<file path="src/logic/ufic_defines.svh">
// Register indices, field positions, reset values and timing counts
`ifndef UFIC_DEFINES_SVH
`define UFIC_DEFINES_SVH

// Register indices; byte address is four times the index
`define UFIC_IDX_RBUF 6'h00
`define UFIC_IDX_IEN 6'h01
`define UFIC_IDX_IID 6'h02
`define UFIC_IDX_LSTAT 6'h05

// fifo_control fields
`define UFIC_FCTL_EN 0
`define UFIC_FCTL_RXRST 1
`define UFIC_FCTL_TXRST 2
`define UFIC_FCTL_TRIG_LO 6
`define UFIC_FCTL_TRIG_HI 7

// interrupt_enable fields
`define UFIC_IEN_RDA 0
`define UFIC_IEN_TXE 1
`define UFIC_IEN_LS 2

// Reset values
`define UFIC_IEN_RST 3'h0
`define UFIC_FIFO_EN_RST 1'h0
`define UFIC_TRIG_RST 2'h0

// Receive trigger levels in bytes
`define UFIC_TRIG_L0 5'h01
`define UFIC_TRIG_L1 5'h04
`define UFIC_TRIG_L2 5'h08
`define UFIC_TRIG_L3 5'h0E

// interrupt_identification codes, bits 3..0
`define UFIC_IID_NONE 4'h1
`define UFIC_IID_LS 4'h6
`define UFIC_IID_RDA 4'h4
`define UFIC_IID_TO 4'hC
`define UFIC_IID_TXE 4'h2

// Character times before a receive time-out
`define UFIC_TO_CHARS 7'h04

`endif

</file>
<file path="src/logic/ufic_pkg.sv">
// Types shared by the UART FIFO and interrupt control block
package ufic_pkg;

  // One received character with its error flags
  typedef struct packed {
    logic breakInt;
    logic framingErr;
    logic parityErr;
    logic [7:0] data;
  } ufic_rx_char_t;

  // Transmit-empty interrupt progress
  typedef enum logic [1:0] {
    TxeIdle,
    TxeWait,
    TxePend
  } ufic_txe_state_t;

endpackage

</file>
<file path="src/logic/ufic_uart_fifo_ctrl.sv">
// UART FIFO control, interrupt prioritisation and APB registers
// What this block does
// - FIFO enable change empties both FIFOs
// - Other control bits need enable in write
// - Receive reset empties receive FIFO, self-clears
// - Transmit reset empties transmit FIFO, self-clears
// - Top control bits pick 1/4/8/14 trigger
// - Data available while fill reaches trigger
// - Line status outranks data available
// - Data ready follows receive FIFO non-empty
// - Time-out after four idle character times
// - Character time counted in receive bit ticks
// - Read during time-out clears it and timer
// - Timer restarts on new character or read
// - Transmit empty raised, cleared by write/read
// - Short bursts in FIFO mode delay empty by one character less its final stop bit
// - First transmit interrupt after enable immediate
// - Enables cleared gives polled FIFO operation
// - Enable bits gate data, empty, status
// - Four priority levels: status, time-out, data, empty
// - Identification bit 0 low when pending
// - Bit 3 flags time-out in FIFO mode
// - Bits 5:4 zero, 7:6 show FIFO enable
// - Status read clears line status interrupt
// - Overrun/parity/framing/break raise line status
//
// Local design decisions: the APB slave port and the placing of the registers.
`timescale 1ns/1ns
`include "ufic_defines.svh"
module ufic_uart_fifo_ctrl #(
  parameter int Depth = 16,
  parameter int CountW = 5
) (
  // Clock, reset and enable
  input wire logic clk,
  input wire logic nrst,
  input wire logic ce,
  // APB slave
  input wire logic psel,
  input wire logic penable,
  input wire logic pwrite,
  input wire logic [7:0] paddr,
  input wire logic [31:0] pwdata,
  output logic [31:0] prdata,
  output logic pready,
  output logic pslverr,
  // Receiver side
  input wire logic rxCharValid,
  input wire ufic_pkg::ufic_rx_char_t rxChar,
  input wire logic rxBitTick,
  input wire logic [3:0] charBits,
  input wire logic stopTwo,
  // Transmitter side
  input wire logic txTake,
  input wire logic txShiftIdle,
  output logic txValid,
  output logic [7:0] txData,
  // Interrupt
  output logic interruptOutput
);

  localparam int PtrW = $clog2(Depth);

  logic [2:0] intEnable_q;
  logic fifoEn_q;
  logic [1:0] trigSel_q;
  ufic_pkg::ufic_rx_char_t rxMem [Depth];
  logic [7:0] txMem [Depth];
  logic [PtrW-1:0] rxWr_q, rxRd_q, txWr_q, txRd_q;
  logic [CountW-1:0] rxCount_q, txCount_q;
  logic [3:0] lineErr_q;
  logic [6:0] toCnt_q;
  logic toPend_q;
  ufic_pkg::ufic_txe_state_t txeState_q;
  logic [3:0] txeCnt_q;
  logic twoSeen_q;
  logic [31:0] prdata_q;
  logic pready_q, pslverr_q, irq_q, txValid_q;
  logic [7:0] txData_q;

  function automatic logic [CountW-1:0] trigLevel(input logic [1:0] sel);
    case (sel)
      2'h0: trigLevel = CountW'(`UFIC_TRIG_L0);
      2'h1: trigLevel = CountW'(`UFIC_TRIG_L1);
      2'h2: trigLevel = CountW'(`UFIC_TRIG_L2);
      default: trigLevel = CountW'(`UFIC_TRIG_L3);
    endcase
  endfunction

  // Bus decode; effects land on the completing edge only
  logic [5:0] idx;
  logic mapped, apbDone, wrDone, rdDone, capture;
  assign idx = paddr[7:2];
  assign mapped = (paddr[1:0] == 2'h0) && (idx == `UFIC_IDX_RBUF ||
    idx == `UFIC_IDX_IEN || idx == `UFIC_IDX_IID || idx == `UFIC_IDX_LSTAT);
  assign apbDone = psel && penable && pready_q;
  assign wrDone = apbDone && pwrite && mapped;
  assign rdDone = apbDone && !pwrite && mapped;
  assign capture = psel && penable && !pready_q;

  // FIFO events
  logic fctlWr, enChange, rxClr, txClr, rxFull, txFull;
  logic rxPush, rxPop, txPush, txPop, lstatRd, overrun, emptyEvt;
  logic [CountW-1:0] cap;
  assign fctlWr = wrDone && idx == `UFIC_IDX_IID;
  assign enChange = fctlWr && (pwdata[`UFIC_FCTL_EN] != fifoEn_q);
  assign rxClr = enChange || (fctlWr && pwdata[`UFIC_FCTL_EN] &&
    pwdata[`UFIC_FCTL_RXRST]);
  assign txClr = enChange || (fctlWr && pwdata[`UFIC_FCTL_EN] &&
    pwdata[`UFIC_FCTL_TXRST]);
  // Without FIFOs the buffers act as single holding registers
  assign cap = fifoEn_q ? CountW'(Depth) : CountW'(1);
  assign rxFull = rxCount_q >= cap;
  assign txFull = txCount_q >= cap;
  assign rxPush = rxCharValid && !rxFull && !rxClr;
  assign overrun = rxCharValid && rxFull && !rxClr;
  assign rxPop = rdDone && idx == `UFIC_IDX_RBUF && rxCount_q != '0;
  assign txPush = wrDone && idx == `UFIC_IDX_RBUF && !txFull && !txClr;
  assign txPop = txTake && txValid_q && !txClr;
  assign lstatRd = rdDone && idx == `UFIC_IDX_LSTAT;
  assign emptyEvt = txClr || (txPop && !txPush && txCount_q == CountW'(1));

  // Configuration registers
  always_ff @(posedge clk or negedge nrst) begin
    if (!nrst) begin
      intEnable_q <= `UFIC_IEN_RST;
      fifoEn_q <= `UFIC_FIFO_EN_RST;
      trigSel_q <= `UFIC_TRIG_RST;
    end else if (ce) begin
      if (wrDone && idx == `UFIC_IDX_IEN) begin
        intEnable_q <= pwdata[2:0];
      end
      if (fctlWr) begin
        fifoEn_q <= pwdata[`UFIC_FCTL_EN];
        if (pwdata[`UFIC_FCTL_EN]) begin
          trigSel_q <= pwdata[`UFIC_FCTL_TRIG_HI:`UFIC_FCTL_TRIG_LO];
        end
      end
    end
  end

  // Receive FIFO; the shifter outside is never touched by a reset
  always_ff @(posedge clk) begin
    if (ce && rxPush) begin
      rxMem[rxWr_q] <= rxChar;
    end
  end

  always_ff @(posedge clk or negedge nrst) begin
    if (!nrst) begin
      rxWr_q <= '0;
      rxRd_q <= '0;
      rxCount_q <= '0;
    end else if (ce) begin
      if (rxClr) begin
        rxWr_q <= '0;
        rxRd_q <= '0;
        rxCount_q <= '0;
      end else begin
        if (rxPush) begin
          rxWr_q <= rxWr_q + PtrW'(1);
        end
        if (rxPop) begin
          rxRd_q <= rxRd_q + PtrW'(1);
        end
        rxCount_q <= rxCount_q + CountW'(rxPush) - CountW'(rxPop);
      end
    end
  end

  // Transmit FIFO
  always_ff @(posedge clk) begin
    if (ce && txPush) begin
      txMem[txWr_q] <= pwdata[7:0];
    end
  end

  always_ff @(posedge clk or negedge nrst) begin
    if (!nrst) begin
      txWr_q <= '0;
      txRd_q <= '0;
      txCount_q <= '0;
    end else if (ce) begin
      if (txClr) begin
        txWr_q <= '0;
        txRd_q <= '0;
        txCount_q <= '0;
      end else begin
        if (txPush) begin
          txWr_q <= txWr_q + PtrW'(1);
        end
        if (txPop) begin
          txRd_q <= txRd_q + PtrW'(1);
        end
        txCount_q <= txCount_q + CountW'(txPush) - CountW'(txPop);
      end
    end
  end

  // Head of the transmit FIFO; valid drops for a cycle after each take
  always_ff @(posedge clk or negedge nrst) begin
    if (!nrst) begin
      txValid_q <= 1'b0;
      txData_q <= 8'h00;
    end else if (ce) begin
      txValid_q <= txCount_q != '0 && !txPop && !txClr;
      txData_q <= txMem[txRd_q];
    end
  end

  // Line errors, sticky; a new error wins over a status read
  logic [3:0] newErr;
  assign newErr = {rxCharValid && rxChar.breakInt,
    rxCharValid && rxChar.framingErr, rxCharValid && rxChar.parityErr,
    overrun};
  always_ff @(posedge clk or negedge nrst) begin
    if (!nrst) begin
      lineErr_q <= 4'h0;
    end else if (ce) begin
      lineErr_q <= (lstatRd ? 4'h0 : lineErr_q) | newErr;
    end
  end

  // Character time-out, measured in receive bit ticks
  logic [6:0] toLimit;
  assign toLimit = `UFIC_TO_CHARS * (7'(charBits) + 7'(stopTwo));
  always_ff @(posedge clk or negedge nrst) begin
    if (!nrst) begin
      toCnt_q <= 7'h00;
      toPend_q <= 1'b0;
    end else if (ce) begin
      if (rxClr || rxCount_q == '0 || !fifoEn_q) begin
        toCnt_q <= 7'h00;
        toPend_q <= 1'b0;
      end else if (toPend_q) begin
        if (rxPop) begin
          toCnt_q <= 7'h00;
          toPend_q <= 1'b0;
        end
      end else if (rxPush || rxPop) begin
        toCnt_q <= 7'h00;
      end else if (rxBitTick) begin
        toCnt_q <= toCnt_q + 7'h01;
        if (toCnt_q + 7'h01 >= toLimit) begin
          toPend_q <= 1'b1;
        end
      end
    end
  end

  // Pending sources and identification
  logic lsIrq, rdaIrq, toIrq, txeIrq;
  logic [3:0] iidCode;
  logic [7:0] iidByte, lstatByte, rdMux;
  assign lsIrq = intEnable_q[`UFIC_IEN_LS] && lineErr_q != 4'h0;
  // Polled mode falls out of the enable gating
  assign rdaIrq = intEnable_q[`UFIC_IEN_RDA] && (fifoEn_q ?
    rxCount_q >= trigLevel(trigSel_q) : rxCount_q != '0);
  assign toIrq = intEnable_q[`UFIC_IEN_RDA] && fifoEn_q && toPend_q;
  assign txeIrq = intEnable_q[`UFIC_IEN_TXE] &&
    txeState_q == ufic_pkg::TxePend;

  always_comb begin
    if (lsIrq) begin
      iidCode = `UFIC_IID_LS;
    end else if (toIrq) begin
      iidCode = `UFIC_IID_TO;
    end else if (rdaIrq) begin
      iidCode = `UFIC_IID_RDA;
    end else if (txeIrq) begin
      iidCode = `UFIC_IID_TXE;
    end else begin
      iidCode = `UFIC_IID_NONE;
    end
  end

  assign iidByte = {fifoEn_q, fifoEn_q, 2'h0, iidCode};
  assign lstatByte = {fifoEn_q && lineErr_q[3:1] != 3'h0,
    txCount_q == '0 && txShiftIdle, txCount_q == '0, lineErr_q,
    rxCount_q != '0};

  // Transmit-empty interrupt sequencing
  logic txeRdClr;
  assign txeRdClr = rdDone && idx == `UFIC_IDX_IID &&
    iidCode == `UFIC_IID_TXE;
  always_ff @(posedge clk or negedge nrst) begin
    if (!nrst) begin
      txeState_q <= ufic_pkg::TxePend;
      txeCnt_q <= 4'h0;
    end else if (ce) begin
      if (enChange) begin
        txeState_q <= ufic_pkg::TxePend;
        txeCnt_q <= 4'h0;
      end else begin
        case (txeState_q)
          ufic_pkg::TxeIdle: begin
            txeCnt_q <= 4'h0;
            if (emptyEvt) begin
              txeState_q <= (twoSeen_q || !fifoEn_q) ?
                ufic_pkg::TxePend : ufic_pkg::TxeWait;
            end
          end
          ufic_pkg::TxeWait: begin
            if (txPush) begin
              txeState_q <= ufic_pkg::TxeIdle;
            end else if (rxBitTick) begin
              txeCnt_q <= txeCnt_q + 4'h1;
              // One character less its final stop bit
              if (txeCnt_q + 4'h1 >= charBits - 4'h1) begin
                txeState_q <= ufic_pkg::TxePend;
              end
            end
          end
          ufic_pkg::TxePend: begin
            if (txPush || txeRdClr) begin
              txeState_q <= ufic_pkg::TxeIdle;
            end
          end
          default: txeState_q <= ufic_pkg::TxeIdle;
        endcase
      end
    end
  end

  always_ff @(posedge clk or negedge nrst) begin
    if (!nrst) begin
      twoSeen_q <= 1'b0;
    end else if (ce) begin
      twoSeen_q <= txCount_q >= CountW'(2) || (twoSeen_q && !emptyEvt);
    end
  end

  // Read data selection
  always_comb begin
    case (idx)
      `UFIC_IDX_RBUF: rdMux = rxCount_q != '0 ? rxMem[rxRd_q].data : 8'h00;
      `UFIC_IDX_IEN: rdMux = {5'h00, intEnable_q};
      `UFIC_IDX_IID: rdMux = iidByte;
      `UFIC_IDX_LSTAT: rdMux = lstatByte;
      default: rdMux = 8'h00;
    endcase
  end

  // APB answer: one wait state, unmapped addresses get pslverr
  always_ff @(posedge clk or negedge nrst) begin
    if (!nrst) begin
      pready_q <= 1'b0;
      pslverr_q <= 1'b0;
      prdata_q <= 32'h0000_0000;
    end else if (ce) begin
      pready_q <= capture;
      pslverr_q <= capture && !mapped;
      prdata_q <= (capture && !pwrite && mapped) ? {24'h000000, rdMux} :
        32'h0000_0000;
    end
  end

  always_ff @(posedge clk or negedge nrst) begin
    if (!nrst) begin
      irq_q <= 1'b0;
    end else if (ce) begin
      irq_q <= !iidCode[0];
    end
  end

  assign prdata = prdata_q;
  assign pready = pready_q;
  assign pslverr = pslverr_q;
  assign txValid = txValid_q;
  assign txData = txData_q;
  assign interruptOutput = irq_q;
endmodule

</file>
<file path="config.mk">
export PLATFORM = sky130hd
export DESIGN_NAME = ufic_uart_fifo_ctrl
export DESIGN_NICKNAME = d
export VERILOG_FILES = /design/src/logic/ufic_pkg.sv /design/src/logic/ufic_uart_fifo_ctrl.sv
export VERILOG_INCLUDE_DIRS = /design/src /design/src/logic
export SDC_FILE = /design/constraint.sdc
export NUM_CORES = 1
export LEC_CHECK = 0
export BUFFER_PORTS_ARGS = -buffer_cell sky130_fd_sc_hd__buf_2
export CAP_MARGIN = 20
export CORE_ASPECT_RATIO = 1.1
export CORE_MARGIN = 3
export CORE_UTILIZATION = 40
export DETAILED_ROUTE_END_ITERATION = 7
export GPL_TIMING_DRIVEN = 1
export PLACE_DENSITY = 0.6
export RECOVER_POWER = 25
export SETUP_SLACK_MARGIN = 0.15
export SKIP_CTS_REPAIR_TIMING = 1
export SYNTH_ARGS = -nofsm -noshare
export SYNTH_HDL_FRONTEND = slang
export SYNTH_SLANG_ARGS = --single-unit
</file>
<file path="constraint.sdc">
create_clock -name clk -period 3.7 [get_ports clk]
set_input_delay 0.185 -clock clk [delete_from_list [all_inputs] [get_ports clk]]
set_output_delay 0.185 -clock clk [all_outputs]
set_load 0.005 [all_outputs]
</file>
==> impl.org <==
** Run status
- Run status :: complete, no violations

** Synthesis
- Leading area contributor after synthesis :: sky130_fd_sc_hd__edfxtp_1
- A synthesized cell averages roughly 15 µm².
- By area the synthesized netlist is led by sky130_fd_sc_hd__edfxtp_1 (52%), sky130_fd_sc_hd__dfrtp_1 (12%), sky130_fd_sc_hd__mux4_2 (9.5%).
- Summed over its instances, the top area cell type makes up 52.4% of the synthesized netlist area.
- After synthesis, flip-flops and latches occupy between 60% and 70% of the total area.
- After synthesis the cells add up to between 0.01 and 0.015 mm².
- Yosys mapped a number of flops with a built-in enable equal to roughly 260.
- Prevailing post-synth register cell :: sky130_fd_sc_hd__edfxtp_1
- Post-synthesis async set-or-reset flop share :: between 20% and 30%
- Synth warnings :: 0
- Synthesis produced a netlist whose cell count is roughly 950.
- Count of distinct cell types in the synthesized netlist :: between 70 and 80
- Synthesis inferred around 330 register bits.

** Die
- The die is about 190 µm wide.
- The core region is about 0.036 mm².
- Die height :: between 200 and 250 µm
- Area enclosed by the die boundary :: ~0.039 mm²
- Starting utilization of the core area :: 41.2%
- During I/O placement, the number of pins put on the boundary was 110.
- In this run the core area contains between 70 and 80 standard-cell rows.

** Timing
- Least-Margin Pin Slew :: 1.01 ns
- Crit share post-route :: 88.9%
- Worst relative slew slack :: approximately 32%
- Across the routed clock network, the largest skew measured is ~0.032 ns.
- Final hold analysis gives a worst-case slack of 0.0229 ns.
- After routing, the total negative slack on setup checks comes to 0 ns.
- The number of hold violations in the final report was 0.
- Timing would allow up to slightly above 0.3 GHz.
- Crit path time final :: around 3.3 ns
- Setup violations remaining at the end of the flow were counted as 0.
- RSZ-0062 raised after global routing :: no
- Pins over their slew limit :: 0

** Placed design
- Half-perimeter wire length of the detailed placement result :: around 21 mm
- Routability-driven placement finished with a final weighted congestion of just over 0.8.
- Once placement finished, the instance area stood at approximately 0.016 mm².
- Port buffer count :: 61

** Finish
- Most frequent cells in the layout :: sky130_fd_sc_hd__edfxtp_1 (256), sky130_fd_sc_hd__dfrtp_1 (67), sky130_fd_sc_hd__mux4_2 (62)
- The library cell used most frequently in the layout, excluding fill and tap cells, is sky130_fd_sc_hd__edfxtp_1.
- The area growth from synthesis to layout is 14.3%.
- Share of final-layout standard cells stronger than drive strength 1 :: 22.1%
- Nets@finish :: about 1200
- Post-route cell area :: roughly 0.017 mm²
- Total inserted antenna cells :: 0
- Post-Route Utilization :: between 40% and 50%

** Global routing
- Aggregate global-route resource usage :: approximately 16%
- The number of global-route vias before repair came to between 8000 and 9000.
- The total overflow left after global routing is 0.
- Pin count of the biggest net entering global routing :: between 70 and 80
- First-pass GRT wire length :: between 40 and 50 mm
- Number of antenna violations at the first check in global routing :: 0

** CTS
- The clock tree synthesis step divided the H-tree into 2 levels.
- CTS tree :: built
- In this run, CTS created clock tree buffers numbering 36.
- Clock Tree Buf Depth :: 3
- Clock-pin slew was measured on the worst setup and hold paths at roughly 0.060 ns.
- Latest clock arrival within the worst-skew pair :: ~0.53 ns
- Clock sinks :: 327
- Root buf cell :: sky130_fd_sc_hd__clkbuf_16

** Power and ir drop
- Pwr Density :: approximately 570 mW/mm²
- Maximum resistive drop on vdd :: between 0.3 and 0.4 mV
- For this design the static power due to leakage is approximately 0.0060 µW.

** Worst setup path
- Setup slack on the worst reg-to-reg path comes out at 0.41 ns.
- Largest stage delay, worst path :: about 0.4 ns
- Launching element type of the critical path :: flip-flop
- Worst path most repeated cell :: sky130_fd_sc_hd__ha_1
- Series of cell instances along the critical path :: inv_1, ha_1, nand3b_1, o2111ai_1, a21oi_1, and2_1, nand2_1, ha_1, ha_1, inv_1, fa_1, o21bai_1, a21oi_1, xnor2_1, o21ai_0, nand2_1, o21ai_0
- CP max-delay cell :: sky130_fd_sc_hd__dfrtp_1
- WP data required :: ~4 ns
- Largest fanout of any net on the critical path :: 4
- The worst register-to-register path has a depth of 17.
- For the worst setup path, the data arrival time is roughly 3.7 ns.
- By startpoint and endpoint, the worst setup path is classified as reg2reg.
- Kind of capture point of the worst setup path :: flip-flop

** Min path
- Type of the tightest min-delay check :: in2reg
- The worst hold path passes through 3 cells.

** Detailed routing
- Detailed-route DRC error count :: 0
- Drt first pass iters :: 5
- Routed WL per cell :: approximately 20 µm
- The detailed router finished its first iteration with between 600 and 700 violations.
- Post-route ant nets :: 0
- Post-DR vias/cell :: ~5.4
- Vias after detailed routing :: between 8000 and 9000
- Final wirelength :: roughly 32 mm

** Job
- Across the run, the number of max-cap violations was 0.
## layer usage
layer  share of wire [%]  track usage [%]  up-vias
li1                    -                -     3861
met5                   0                0        -
met3                 4.0             2.58       58
met2                  50             27.9      201
met1                  43             21.9     4262
met4                 2.9             5.56        0
## cells in the mapped netlist, types with 14 or more instances
library cell,n
sky130_fd_sc_hd__a21oi_1,24
sky130_fd_sc_hd__nor2_1,46
sky130_fd_sc_hd__nand2_1,39
sky130_fd_sc_hd__mux4_2,62
sky130_fd_sc_hd__nand3_1,25
sky130_fd_sc_hd__edfxtp_1,256
sky130_fd_sc_hd__dfrtp_1,70
sky130_fd_sc_hd__o21ai_0,40
sky130_fd_sc_hd__inv_1,41
sky130_fd_sc_hd__buf_4,24
sky130_fd_sc_hd__clkbuf_1,26
sky130_fd_sc_hd__ha_1,52
sky130_fd_sc_hd__mux2_2,19
sky130_fd_sc_hd__o22ai_1,14
sky130_fd_sc_hd__mux2i_1,21
sky130_fd_sc_hd__xnor2_1,14
## final timing paths
kind / start / to
worst max-delay path: rxCount_q[0] / rxCount_q[4]
worst min-delay path: penable / pslverr
worst min register to register: txData[2] / txData[2]
min in group asynchronous: nrst / toCnt_q[6]
worst max register to register: rxCount_q[0] / rxCount_q[4]
max in group asynchronous: nrst / rxCount_q[1]
## state kept, by name, indices dropped and copies added (netlist names)
name	count
txeState_q	2
rxRd_q	4
intEnable_q	3
rxCount_q	5
fifoEn_q	1
txWr_q	4
toPend_q	1
txRd_q	4
prdata	8
txData	8
lineErr_q	4
toCnt_q	7
txValid	1
txeCnt_q	4
rxWr_q	4
txCount_q	5
pslverr	1
txMem	128
twoSeen_q	1
trigSel_q	2
pready	1
rxMem	128
interruptOutput	1
## cells by family after synthesis
family / share of synthesized area, %
AO/OA/AOI/OAI: 6.63
multiplexers: 12.4
other: 0.0255
AND/OR/NAND/NOR: 7.01
flip-flops: 64.5
adder cells (fa/ha/maj): 4.70
buffers and inverters: 3.51
XOR/XNOR: 1.25
## report_power, final
| part | internal, µW | switching (µW) | leakage, µW | total, µW |
|---|---|---|---|---|
| clock network | 1960 | 1380 | 0.000526 | 3340 |
| registers | 4160 | 221 | 0.00321 | 4390 |
| logic | 871 | 1010 | 0.00229 | 1890 |
| total | 6990 | 2620 | 0.00602 | 9610 |
## cell type report
cell class	count	area [µm²]
repair buffers	106	646
clock buffers	47	952
multi-input cells	543	4810
well taps	481	602
clock inverters	14	136
inverters	43	163
flip-flops and latches	327	9470
fillers	3106	18900
## critical path: cells and delay by family, from the launching register on
| family | cells | cell delay [ns] |
|---|---|---|
| AO/OA/AOI/OAI | 6 | 0.83 |
| XOR/XNOR | 1 | 0.18 |
| adder cells (fa/ha/maj) | 4 | 1.07 |
| buffers and inverters | 2 | 0.16 |
| flip-flops | 1 | 0.40 |
| AND/OR/NAND/NOR | 4 | 0.52 |
## through the flow
stage | cells | setup slack, ns | power (µW)
3_5_place_dp | 1494 | 0.247 | 6320
3_3_place_gp | 1494 | 0.263 | 6300
6_report | 1561 | 0.412 | 9610
2_1_floorplan | 977 | 0.381 | 5770
5_1_grt | 1561 | 0.130 | 10100
4_1_cts | 1555 | 0.300 | 9690
Power figures use the tool's default switching activity.
